[src/inc/sadr_map.vh]
// Address map constants for the system address decoder.
`ifndef SADR_MAP_VH
`define SADR_MAP_VH
// First level areas, index taken from address bits 31..28.
`define SADR_AREA_MSB       31
`define SADR_AREA_LSB       28
`define SADR_AREA_INTERNAL  4'h0
`define SADR_AREA_EXT_FIRST 4'h1
`define SADR_AREA_EXT_LAST  4'h8
`define SADR_AREA_PERIPH    4'hf
// Second level regions inside area 0, index from bits 27..20.
`define SADR_REGION_MSB     27
`define SADR_REGION_LSB     20
`define SADR_REGION_BOOT    8'h00
`define SADR_REGION_FLASH   8'h01
`define SADR_REGION_SRAM    8'h02
`define SADR_REGION_ROM     8'h03
// Fixed base addresses of the internal memories.
`define SADR_FLASH_BASE     32'h0010_0000
`define SADR_SRAM_BASE      32'h0020_0000
`define SADR_ROM_BASE       32'h0030_0000
// Internal target codes.
`define SADR_TGT_NONE       2'h0
`define SADR_TGT_FLASH      2'h1
`define SADR_TGT_SRAM       2'h2
`define SADR_TGT_ROM        2'h3
// Non-volatile bit number that selects the boot memory.
`define SADR_BOOT_NV_BIT    2'h2
// Sizes per variant, in bytes or words.
`define SADR_SRAM_BYTES     32768
`define SADR_FLASH_WORDS    131072
`define SADR_WBUF_BYTES     256
`endif

[src/sadr_decoder.v]
// System address decoder with internal remap and flash access steering.
// Operation
// - Sixteen 256-Mbyte areas select the target.
// - Areas 1 to 8 drive external selects 0-7.
// - Area 0 splits into 1-Mbyte internal regions.
// - Area 15 goes to the peripheral bus.
// - Unassigned areas answer the master with abort.
// - Before remap SRAM answers only at base.
// - After remap SRAM also answers at zero.
// - ROM always answers at its base.
// - Flash always answers at its base.
// - Boot bit set boots flash, clear boots ROM.
// - Erase clears the boot bit.
// - Boot bit changes only via set/clear commands, erase and the stored-level load after reset.
// - SRAM window sized 32 or 8 kilobytes.
// - Flash reads as contiguous words, sized per variant.
// - Two planes: read one while other programs.
// - Page write buffer through 32-bit writes.
// - Dual word prefetch serves consecutive halfword fetches.
// - Remap puts SRAM at zero for vectors.
`timescale 1ns/100ps
`include "sadr_map.vh"
module sadr_decoder
#(
   parameter SRAM_BYTES  = `SADR_SRAM_BYTES,
   parameter FLASH_WORDS = `SADR_FLASH_WORDS,
   parameter WBUF_BYTES  = `SADR_WBUF_BYTES,
   parameter DUAL_PLANE  = 1
)
(
   // Clock and reset.
   input  wire        core_clk_in,
   input  wire        reset_in,
   // Master request.
   input  wire        req_valid_in,
   input  wire [31:0] req_addr_in,
   input  wire        req_write_in,
   // Remap command pulse from the memory controller.
   input  wire        remap_cmd_in,
   // Non-volatile bit commands from the flash controller.
   input  wire        nv_set_in,
   input  wire        nv_clear_in,
   input  wire [1:0]  nv_bit_in,
   input  wire        nv_boot_stored_in,
   // Erase pin.
   input  wire        erase_pin_in,
   // Plane programming busy flags from the flash controllers.
   input  wire [1:0]  plane_busy_in,
   // Flash array fill answer for the prefetch buffer.
   input  wire        fill_valid_in,
   input  wire [63:0] fill_data_in,
   // Target selects.
   output reg         sram_sel_out,
   output reg         rom_sel_out,
   output reg         flash_sel_out,
   output reg         wbuf_sel_out,
   output reg         periph_sel_out,
   output reg  [7:0]  external_select_n_out,
   output reg         abort_out,
   output reg         stall_out,
   // Offsets toward the selected target.
   output reg  [19:0] mem_offset_out,
   output reg  [$clog2(FLASH_WORDS)-1:0]  flash_word_out,
   output reg         flash_plane_out,
   output reg  [$clog2(WBUF_BYTES/4)-1:0] wbuf_index_out,
   // Prefetch answer and flash fetch request.
   output reg         prefetch_hit_out,
   output reg  [31:0] prefetch_data_out,
   output reg         flash_fetch_out,
   // Mapping state.
   output reg         boot_flash_out,
   output reg         remapped_out
);

   // Width of a flash word index and a write buffer word index.
   localparam FW = $clog2(FLASH_WORDS);
   localparam BW = $clog2(WBUF_BYTES / 4);
   // Words per plane; the upper half belongs to the second plane.
   localparam PLANE_WORDS = DUAL_PLANE ? FLASH_WORDS / 2 : FLASH_WORDS;

   // Picks what answers at region 0 given remap and boot state.
   function [1:0] sadr_zero_target;
      input remap;
      input boot_flash;
      begin
         if (remap)
            sadr_zero_target = `SADR_TGT_SRAM;
         else if (boot_flash)
            sadr_zero_target = `SADR_TGT_FLASH;
         else
            sadr_zero_target = `SADR_TGT_ROM;
      end
   endfunction

   wire          nv_boot_w;      // Boot bit from the keeper.
   wire          nv_remap_w;     // Remap state from the keeper.
   wire          pf_hit_w;       // Prefetch lookup hit.
   wire [31:0]   pf_data_w;      // Prefetch lookup data.
   wire [3:0]    area_w;         // Area index.
   wire [7:0]    region_w;       // Internal region index.
   wire [19:0]   offset_w;       // Byte offset within a region.
   wire [FW-1:0] word_w;         // Word offset within the flash.
   wire          plane_w;        // Plane holding that word.

   reg  [1:0]    tgt_next;       // Internal target of this request.
   reg           sram_next;
   reg           rom_next;
   reg           flash_next;
   reg           wbuf_next;
   reg           periph_next;
   reg  [7:0]    ext_n_next;
   reg           abort_next;
   reg           stall_next;
   reg           fetch_next;
   reg  [FW-1:0] fetch_word_reg; // Word whose pair is being fetched.
   reg           fetch_busy_reg; // A pair fetch is outstanding.

   // Field split of the request address.
   assign area_w   = req_addr_in[`SADR_AREA_MSB:`SADR_AREA_LSB];
   assign region_w = req_addr_in[`SADR_REGION_MSB:`SADR_REGION_LSB];
   assign offset_w = req_addr_in[19:0];
   assign word_w   = offset_w[FW+1:2];
   assign plane_w  = (DUAL_PLANE != 0) && (word_w >= PLANE_WORDS);

   // Boot bit and remap state.
   sadr_nvbits u_nvbits
   (
      .core_clk_in       (core_clk_in),
      .reset_in          (reset_in),
      .nv_boot_stored_in (nv_boot_stored_in),
      .nv_set_in         (nv_set_in),
      .nv_clear_in       (nv_clear_in),
      .nv_bit_in         (nv_bit_in),
      .erase_pin_in      (erase_pin_in),
      .remap_cmd_in      (remap_cmd_in),
      .boot_flash_out    (nv_boot_w),
      .remapped_out      (nv_remap_w)
   );

   // Flash prefetch pair; flushed by any programming activity.
   sadr_prefetch #(.AW(FW)) u_prefetch
   (
      .core_clk_in   (core_clk_in),
      .reset_in      (reset_in),
      .look_word_in  (word_w),
      .fill_valid_in (fill_valid_in),
      .fill_word_in  (fetch_word_reg),
      .fill_data_in  (fill_data_in),
      .flush_in      (|plane_busy_in),
      .hit_out       (pf_hit_w),
      .data_out      (pf_data_w)
   );

   // First level decode, then second level inside area 0.
   always @*
   begin
      tgt_next    = `SADR_TGT_NONE;
      sram_next   = 1'b0;
      rom_next    = 1'b0;
      flash_next  = 1'b0;
      wbuf_next   = 1'b0;
      periph_next = 1'b0;
      ext_n_next  = 8'hff;
      abort_next  = 1'b0;
      stall_next  = 1'b0;
      fetch_next  = 1'b0;
      if (req_valid_in)
      begin
         // Region 0 follows the alias; the fixed bases never move.
         case (region_w)
            `SADR_REGION_BOOT:
               tgt_next = sadr_zero_target(nv_remap_w, nv_boot_w);
            `SADR_REGION_FLASH:
               tgt_next = `SADR_TGT_FLASH;
            `SADR_REGION_SRAM:
               tgt_next = `SADR_TGT_SRAM;
            `SADR_REGION_ROM:
               tgt_next = `SADR_TGT_ROM;
            default:
               tgt_next = `SADR_TGT_NONE;
         endcase
         if (area_w == `SADR_AREA_INTERNAL)
         begin
            case (tgt_next)
               `SADR_TGT_SRAM:
               begin
                  // Beyond the fitted SRAM size the access is refused.
                  if (offset_w < SRAM_BYTES)
                     sram_next = 1'b1;
                  else
                     abort_next = 1'b1;
               end
               `SADR_TGT_ROM:
                  rom_next = 1'b1;
               `SADR_TGT_FLASH:
               begin
                  if (offset_w >= FLASH_WORDS * 4)
                     abort_next = 1'b1;
                  else if (req_write_in)
                     wbuf_next = 1'b1;
                  else if (plane_busy_in[plane_w])
                     stall_next = 1'b1;
                  else if (pf_hit_w)
                     flash_next = 1'b1;
                  else
                  begin
                     flash_next = 1'b1;
                     fetch_next = !fetch_busy_reg;
                  end
               end
               default:
                  abort_next = 1'b1;
            endcase
         end
         else if (area_w >= `SADR_AREA_EXT_FIRST &&
                  area_w <= `SADR_AREA_EXT_LAST)
         begin
            // One select per area, area 1 on select 0.
            ext_n_next[area_w[2:0] - 3'h1] = 1'b0;
         end
         else if (area_w == `SADR_AREA_PERIPH)
            periph_next = 1'b1;
         else
            abort_next = 1'b1;
      end
   end

   // Outstanding pair fetch; ends when the array returns the pair.
   always @(posedge core_clk_in or posedge reset_in)
   begin
      if (reset_in)
      begin
         fetch_busy_reg <= 1'b0;
         fetch_word_reg <= {FW{1'b0}};
      end
      else if (fill_valid_in)
         fetch_busy_reg <= 1'b0;
      else if (fetch_next)
      begin
         fetch_busy_reg <= 1'b1;
         fetch_word_reg <= word_w;
      end
   end

   // All outputs are registered one cycle after the request.
   // The decode is purely combinational before this stage, which keeps
   // latency fixed at one cycle for every target, aborts included.
   always @(posedge core_clk_in or posedge reset_in)
   begin
      if (reset_in)
      begin
         sram_sel_out          <= 1'b0;
         rom_sel_out           <= 1'b0;
         flash_sel_out         <= 1'b0;
         wbuf_sel_out          <= 1'b0;
         periph_sel_out        <= 1'b0;
         external_select_n_out <= 8'hff;
         abort_out             <= 1'b0;
         stall_out             <= 1'b0;
         mem_offset_out        <= 20'h0;
         flash_word_out        <= {FW{1'b0}};
         flash_plane_out       <= 1'b0;
         wbuf_index_out        <= {BW{1'b0}};
         prefetch_hit_out      <= 1'b0;
         prefetch_data_out     <= 32'h0;
         flash_fetch_out       <= 1'b0;
         boot_flash_out        <= 1'b0;
         remapped_out          <= 1'b0;
      end
      else
      begin
         sram_sel_out          <= sram_next;
         rom_sel_out           <= rom_next;
         flash_sel_out         <= flash_next;
         wbuf_sel_out          <= wbuf_next;
         periph_sel_out        <= periph_next;
         external_select_n_out <= ext_n_next;
         abort_out             <= abort_next;
         stall_out             <= stall_next;
         mem_offset_out        <= offset_w;
         flash_word_out        <= word_w;
         flash_plane_out       <= plane_w;
         wbuf_index_out        <= offset_w[BW+1:2];
         prefetch_hit_out      <= flash_next && pf_hit_w;
         prefetch_data_out     <= pf_data_w;
         flash_fetch_out       <= fetch_next;
         boot_flash_out        <= nv_boot_w;
         remapped_out          <= nv_remap_w;
      end
   end

endmodule // sadr_decoder

[src/sadr_nvbits.v]
// Boot select bit and remap state keeper.
`timescale 1ns/100ps
`include "sadr_map.vh"
module sadr_nvbits
(
   // Clock and reset.
   input  wire       core_clk_in,
   input  wire       reset_in,
   // Stored boot bit level as held in the non-volatile array.
   input  wire       nv_boot_stored_in,
   // Flash controller set or clear commands with bit number.
   input  wire       nv_set_in,
   input  wire       nv_clear_in,
   input  wire [1:0] nv_bit_in,
   // Erase pin, asynchronous to the core clock.
   input  wire       erase_pin_in,
   // Remap command pulse.
   input  wire       remap_cmd_in,
   // State outputs.
   output reg        boot_flash_out,
   output reg        remapped_out
);

   reg erase_meta_reg;   // First synchroniser stage, read only below.
   reg erase_sync_reg;   // Second synchroniser stage.
   reg loaded_reg;       // High once the stored level was captured.

   // Erase pin synchroniser.
   always @(posedge core_clk_in or posedge reset_in)
   begin
      if (reset_in)
      begin
         erase_meta_reg <= 1'b0;
         erase_sync_reg <= 1'b0;
      end
      else
      begin
         erase_meta_reg <= erase_pin_in;
         erase_sync_reg <= erase_meta_reg;
      end
   end

   // The stored level is caught after reset release, never by the reset
   // itself, so the bit survives reset as a non-volatile bit must.
   // Erase beats a set command arriving in the same cycle.
   always @(posedge core_clk_in or posedge reset_in)
   begin
      if (reset_in)
      begin
         loaded_reg     <= 1'b0;
         boot_flash_out <= 1'b0;
      end
      else if (erase_sync_reg)
      begin
         loaded_reg     <= 1'b1;
         boot_flash_out <= 1'b0;
      end
      else if (!loaded_reg)
      begin
         loaded_reg     <= 1'b1;
         boot_flash_out <= nv_boot_stored_in;
      end
      else if (nv_set_in && nv_bit_in == `SADR_BOOT_NV_BIT)
      begin
         boot_flash_out <= 1'b1;
      end
      else if (nv_clear_in && nv_bit_in == `SADR_BOOT_NV_BIT)
      begin
         boot_flash_out <= 1'b0;
      end
   end

   // Remap is sticky until the next reset.
   always @(posedge core_clk_in or posedge reset_in)
   begin
      if (reset_in)
         remapped_out <= 1'b0;
      else if (remap_cmd_in)
         remapped_out <= 1'b1;
   end

endmodule // sadr_nvbits

[src/sadr_prefetch.v]
// Dual 32-bit flash prefetch buffer.
`timescale 1ns/100ps
module sadr_prefetch
#(
   parameter AW = 17
)
(
   // Clock and reset.
   input  wire          core_clk_in,
   input  wire          reset_in,
   // Lookup word address.
   input  wire [AW-1:0] look_word_in,
   // Fill from the flash array, one aligned pair of words.
   input  wire          fill_valid_in,
   input  wire [AW-1:0] fill_word_in,
   input  wire [63:0]   fill_data_in,
   // Invalidate after programming.
   input  wire          flush_in,
   // Lookup answer.
   output wire          hit_out,
   output wire [31:0]   data_out
);

   reg          valid_reg;   // Pair holds good data.
   reg [AW-2:0] tag_reg;     // Pair address, word bit 0 dropped.
   reg [63:0]   pair_reg;    // Low word then high word.

   // A pair serves up to four consecutive halfword fetches.
   assign hit_out  = valid_reg && tag_reg == look_word_in[AW-1:1];
   assign data_out = look_word_in[0] ? pair_reg[63:32] : pair_reg[31:0];

   // Pair load and flush; flush wins so stale data is never served.
   always @(posedge core_clk_in or posedge reset_in)
   begin
      if (reset_in)
      begin
         valid_reg <= 1'b0;
         tag_reg   <= {(AW-1){1'b0}};
         pair_reg  <= 64'h0;
      end
      else if (flush_in)
         valid_reg <= 1'b0;
      else if (fill_valid_in)
      begin
         valid_reg <= 1'b1;
         tag_reg   <= fill_word_in[AW-1:1];
         pair_reg  <= fill_data_in;
      end
   end

endmodule // sadr_prefetch

[config.mk]
export PLATFORM = sky130hd
export DESIGN_NAME = sadr_decoder
export DESIGN_NICKNAME = d
export VERILOG_FILES = /design/src/sadr_decoder.v /design/src/sadr_nvbits.v /design/src/sadr_prefetch.v
export VERILOG_INCLUDE_DIRS = /design/src /design/src/inc
export SDC_FILE = /design/constraint.sdc
export NUM_CORES = 1
export LEC_CHECK = 0
export ABC_CLOCK_PERIOD_IN_PS = 6650
export CORE_UTILIZATION = 40
export CTS_CLUSTER_SIZE = 16
export DETAILED_ROUTE_END_ITERATION = 7
export DONT_BUFFER_PORTS = 1
export PLACE_DENSITY = 0.55
export SLEW_MARGIN = 20
export SYNTH_ARGS = -nofsm -noshare
export SYNTH_HDL_FRONTEND = slang
export SYNTH_SLANG_ARGS = --single-unit
[constraint.sdc]
create_clock -name core_clk_in -period 6.65 [get_ports core_clk_in]
set_clock_uncertainty 0.2 [all_clocks]
set_input_delay 0.665 -clock core_clk_in [delete_from_list [all_inputs] [get_ports core_clk_in]]
set_output_delay 0.665 -clock core_clk_in [all_outputs]
set_load 0.01 [all_outputs]
==> results.yml, run 1 <==
run_status:
  outcome: "complete, no violations"
die:
  ios: 205
  rows: 47
  initial_core_util: 0.408
  dieArea_sq_mm: 0.0174
  die_h_microns: 132
  core_area_sq_mm: 0.0165
  die_w_microns: 132
power:
  comb_power_share: 0.068
  fin_total_pwr_mw: 2.49
  p_clk_frac: 0.418
  switching_power_uw: 549
  power_density_mw_per_mm2: 333
  switching_share: 0.220
  power.internal_mw: 1.94
  p_leak_nw: 3.26
  vdd_drop_max_mv: 0.177
  power_frac_seq: 0.514
synthesis:
  synth-edff-count: 0
  synth_area_leaders: "dfrtp_1 (62%), mux2_2 (20%), dfstp_2 (3.1%)"
  synth_area_sq_mm: 0.00675
  yosysMostFrequentCell: "dfrtp_1"
  ys_seq_elements: 175
  ys.flop_type: "dfrtp_1"
  synth_area_leader_cell: "dfrtp_1"
  syn_nets: 547
  yosys_warnings: 0
  synth_top_cell_area_share: 0.619
  ys_seq_area_frac: 0.651
  synth_commonest_cells: "dfrtp_1 (167), mux2_2 (118), buf_4 (23)"
  synth_area_per_cell_sq_um: 15.5
  yosysUniqueCellTypes: 40
  synth_cells: 435
  async_flop_share: 1.00
worst_setup_path:
  cp.required_ps: 6750
  end_kind: "flop"
  worst_r2r_path_depth: 6
  crit_fanout: 16
  startpoint_type: "input pin"
  arrival_ps: 2800
  critPathKind: "in2reg"
global_route:
  antenna_found_initial: 0
  grt_pass1_vias: 3619
  track_usage: 0.147
  grt_overflow: 0
  grt_pass1_wl_microns: 19600
  grt_max_degree: 97
drt:
  detail_route.wirelength_microns: 12000
  firstDrtPassIters: 4
  drc: 0
  routed_via_density: 4.98
  drtAntennaViolNets: 0
  wire_per_inst_microns: 18.4
  drtIter0Drc: 128
  vias: 3244
finish:
  nNetsFinal: 533
  area.sequential_sq_mm: 0.00439
  multi_input_area_sq_mm: 0.00210
  area_growth_pct: 11.0
  diodes: 0
  largest_reg_flops: 64
  drive_above_1_share: 0.414
  postLayoutCoreUtil: 0.453
  fillerInstances: 1434
timing:
  slew_viol_final: 0
  fmax_mhz: 370
  rsz0062_at_grt: "no"
  post-route-period-util: 0.406
  timing.final.crit_period_ps: 2700
  hold_viol: 0
  worstMarginPinSlew_ps: 873
  finalSetupTns_ps: 0
  setup_violations: 0
  slew_headroom: 0.418
place:
  post-dp-hpwl_microns: 7850
  io_buffers: 0
  gp_congestion: 0.741
clock_network:
  cts-buffers-inserted: 17
  cts_root_buf: "clkbuf_16"
  postCtsHoldBufs: 0
  cts_resized: 0
  clkLatencyLatePin_ps: 420
  postCtsSetupBuffers: 0
  cts_buffer_depth: 2
  cts.clk_slew.worst_paths_ps: 60
  cts_sinks: 175
  htreeDepth: 4
  tritoncts: "yes"
run:
  max-cap-violations: 0
worst_hold_path:
  hold_class: "in2async"
-- power groups by stage --
stage / Combinational, mW / Sequential [mW] / Clock, mW
finish: 0.169 / 1.28 / 1.04
global route: 0.189 / 1.30 / 1.12
CTS: 0.171 / 1.28 / 1.08
detailed placement: 0.170 / 1.30 / 0
global placement: 0.162 / 1.30 / 0
floorplan: 0.163 / 1.28 / 0
-- cell type report --
class	count	share of cell area
clock buffer	21	0.0615
clock inverter	9	0.0211
inverter	5	0.00318
multi-input combinational	217	0.281
sequential	175	0.586
tap	220	0.0368
timing repair buffer	5	0.0104
-- cells by family (layout without fill, tap and decap cells) --
kind of cell,Yosys count,in the layout,synth area share
flops,175,175,0.651
mux,130,130,0.222
simple gates,56,56,0.0484
buf+inv,43,40,0.0384
xor+xnor,17,17,0.0221
compound gates,11,11,0.0141
fa+ha+maj,2,2,0.00371
other cells,1,1,0.000556
-- per-stage QoR --
step           instance area, sq um  std cells  hold slack, ps  setup slack (ps)
2_1_floorplan                  6750        435             131              1050
3_3_place_gp                   6810        620             139              3570
3_5_place_dp                   6810        620             138              3520
4_1_cts                        7430        650            45.7              3960
5_1_grt                        7490        652            39.8              3850
6_report                       7490        652            26.3              3950
-- worst max-delay path, stage by stage --
cell and delay, ps:
inv_1 50, ha_1 240, nor3b_2 250, nand4_2 170
or4_4 520, a2111oi_4 190, buf_4 330, mux2_2 370
-- cells in the final DEF, fill, tap and decap left out, types with 3 or more instances in the layout --
cell type,Yosys,layout
nor2b_1,3,3
inv_6,0,3
and2_1,3,3
dfrtp_1,167,167
mux2_4,10,10
nand2_1,16,16
mux2_2,118,118
buf_4,23,3
clkbuf_16,0,17
xnor2_1,7,7
xor2_1,10,10
nor4_1,5,5
o21ai_0,3,3
inv_1,5,4
nor2_1,10,10
bufinv_16,0,4
dfstp_2,8,8
-- routing by layer --
| layer | vias to the layer above | part of all wire | track usage |
|---|---|---|---|
| met3 | 18 | 0.067 | 0.0584 |
| met4 | 0 | 0.017 | 0.0607 |
| met2 | 109 | 0.50 | 0.237 |
| met1 | 1669 | 0.42 | 0.177 |
| met5 | - | 0 | 0 |
| li1 | 1448 | - | - |
-- final timing paths --
| kind | endpoint | slack [ps] | startpoint |
|---|---|---|---|
| max in group asynchronous | u_prefetch.pair_reg[51] | 4890 | reset_in |
| min in group core_clk_in | mem_offset_out[1] | 70 | req_addr_in[1] |
| hold reg to reg | u_nvbits.erase_sync_reg | 150 | u_nvbits.erase_meta_reg |
| setup / recovery | fetch_word_reg[14] | 3950 | req_addr_in[28] |
| hold / removal | mem_offset_out[1] | 30 | reset_in |
| setup reg to reg | fetch_word_reg[14] | 4190 | u_nvbits.remapped_out |
(Power assumes the default switching activity.)
==> inputs of run 2 (changes only) <==
--- a/config.mk
+++ b/config.mk
@@ -6,7 +6,7 @@
 export SDC_FILE = /design/constraint.sdc
 export NUM_CORES = 1
 export LEC_CHECK = 0
-export ABC_CLOCK_PERIOD_IN_PS = 6650
+export ABC_CLOCK_PERIOD_IN_PS = 2500
 export CORE_UTILIZATION = 40
 export CTS_CLUSTER_SIZE = 16
 export DETAILED_ROUTE_END_ITERATION = 7
==> constraint.sdc (replaced) <==
create_clock -name core_clk_in -period 2.5 [get_ports core_clk_in]
set_clock_uncertainty 0.2 [all_clocks]
set_input_delay 0.25 -clock core_clk_in [delete_from_list [all_inputs] [get_ports core_clk_in]]
set_output_delay 0.25 -clock core_clk_in [all_outputs]
set_load 0.01 [all_outputs]
==> run 2 against run 1 <==
Compared with the run above:
- sequential share of layout area down 8.3 points
- power increased to 2.6 times the previous value
- largest cell class unchanged
- register-to-register slack got worse by 4000 ps
- highest routed layer unchanged
- via count is 16% higher
- first-iteration DRC count decreased by 15%
- final cell count rose by 19%
==> results.yml, run 2 (synthesis gave the netlist of run 1 again) <==
worst_setup_path:
  crit_cells: 7
  critical-path-max-stage-delay_ps: 580
  cp.required_ps: 2600
  crit_family: "buffers and inverters"
  rr_startpoint: "u_nvbits.remapped_out"
  startpoint_type: "input pin"
  cp-startpoint: "req_addr_in[17]"
  endpoint: "abort_out"
  ff2ff_setup_slack_ps: 170
  worst_r2r_path_depth: 7
  end_kind: "flop"
  critPathKind: "in2reg"
  path_buf_inv: 2
  arrival_ps: 2540
  r2r-end: "fetch_word_reg[9]"
  cp_slowest_cell: "dlygate4sd3_1"
  path_cells: "dlygate4sd3_1, or4_1, o21ai_0, a21oi_1, o21ai_0, a21boi_0, dlygate4sd3_1"
  crit_fanout: 3
timing:
  slew_viol_final: 0
  rsz0062_at_grt: "no"
  setup_violations: 0
  fmax_mhz: 410
  worstMarginPinSlew_ps: 758
  timing.hold.ws_ps: 15.0
  post-route-period-util: 0.976
  slew_headroom: 0.494
  finalSetupTns_ps: 0
  hold_viol: 0
  timing.final.crit_period_ps: 2440
global_route:
  grt_max_degree: 81
  antenna_found_initial: 0
  grt_pass1_vias: 4202
  grt_pass1_wl_microns: 22300
  track_usage: 0.167
  grt_overflow: 0
clock_network:
  htreeDepth: 4
  cts_root_buf: "clkbuf_16"
  tritoncts: "yes"
  clkLatencyLatePin_ps: 420
  cts_buffer_depth: 2
  cts_sinks: 175
  cts-buffers-inserted: 17
  cts.clk_slew.worst_paths_ps: 60
finish:
  fin_cells: 777
  fillerInstances: 1378
  mostFrequentLayoutCells: "dfrtp_1 (167), mux2_2 (118), dlygate4sd3_1 (111)"
  diodes: 0
  nNetsFinal: 656
  postLayoutCoreUtil: 0.528
  drive_above_1_share: 0.352
  mostFrequentLayoutCell: "dfrtp_1"
  largest_reg_flops: 64
  area_growth_pct: 29.2
die:
  die_h_microns: 132
  core_area_sq_mm: 0.0165
  rows: 47
  dieArea_sq_mm: 0.0174
  die_w_microns: 132
  initial_core_util: 0.408
  ios: 205
drt:
  firstDrtPassIters: 4
  drtAntennaViolNets: 0
  routed_via_density: 4.86
  wire_per_inst_microns: 17.7
  vias: 3777
  detail_route.wirelength_microns: 13700
  drc: 0
  drtIter0Drc: 109
run_status:
  outcome: "complete, no violations"
run:
  max-cap-violations: 0
worst_hold_path:
  hp-start: "req_addr_in[16]"
  hold_class: "in2reg"
power:
  power_density_mw_per_mm2: 752
  vdd_drop_max_mv: 0.454
  p_leak_nw: 3.78
  fin_total_pwr_mw: 6.56
place:
  dp.cells: 630
  io_buffers: 0
  post-dp-hpwl_microns: 8510
  gp_congestion: 0.753
==> run 2: cell types whose count changed in the layout (fill, tap and decap cells not counted), moves of 3 or more <==
cell           previous run  this run
clkinv_2                  0         4
buf_12                    0         6
bufinv_16                 4         1
buf_4                     3         9
clkinvlp_4                1         4
dlygate4sd3_1             0       111
==> run 2: per-stage QoR <==
step	instance area, sq um	setup WS [ps]
floorplan	6790	-182
global placement	6990	19.2
detailed placement	6990	-14.3
CTS	8680	91.9
global route	8720	15.8
finish	8720	59.5
==> run 2: worst min-delay path by stage <==
stage	slack, ps	cells past startpoint	end
floorplan	80	0	flash_word_out[10]
global placement	80	1	u_nvbits.erase_meta_reg
detailed placement	80	0	mem_offset_out[1]
CTS	0.8	4	rom_sel_out
global route	2	1	flash_word_out[14]
finish	20	1	flash_word_out[14]
==> run 2: layout make-up <==
class / count / area, sq um / share of cell area
clock buffers: 20 / 447 / 0.0512
clock inverters: 12 / 108 / 0.0123
inverters: 5 / 42.5 / 0.00488
multi-input cells: 217 / 2120 / 0.243
flip-flops and latches: 175 / 4390 / 0.503
well taps: 220 / 275 / 0.0316
repair buffers: 128 / 1340 / 0.153
==> run 2: routing by layer <==
layer  share of wire  wire length [microns]  GRT usage
met1            0.42                   5750      0.204
met2            0.52                   7110      0.278
met5               0                      0          0
met4           0.019                    259     0.0678
met3           0.044                    597     0.0465
==> run 2: repair_timing <==
item / CTS / global route
buffers inserted: 0 / 1
endpoints found under the setup margin: 0 / 2
hold endpoints to repair: 180 / 0
resized for setup: 0 / 1
hold buffers: 113 / 0
==> run 2: where the power goes <==
part,internal (mW),switching (mW),total (mW)
registers,3.17,0.245,3.42
clock network,1.40,1.10,2.50
logic,0.408,0.230,0.638
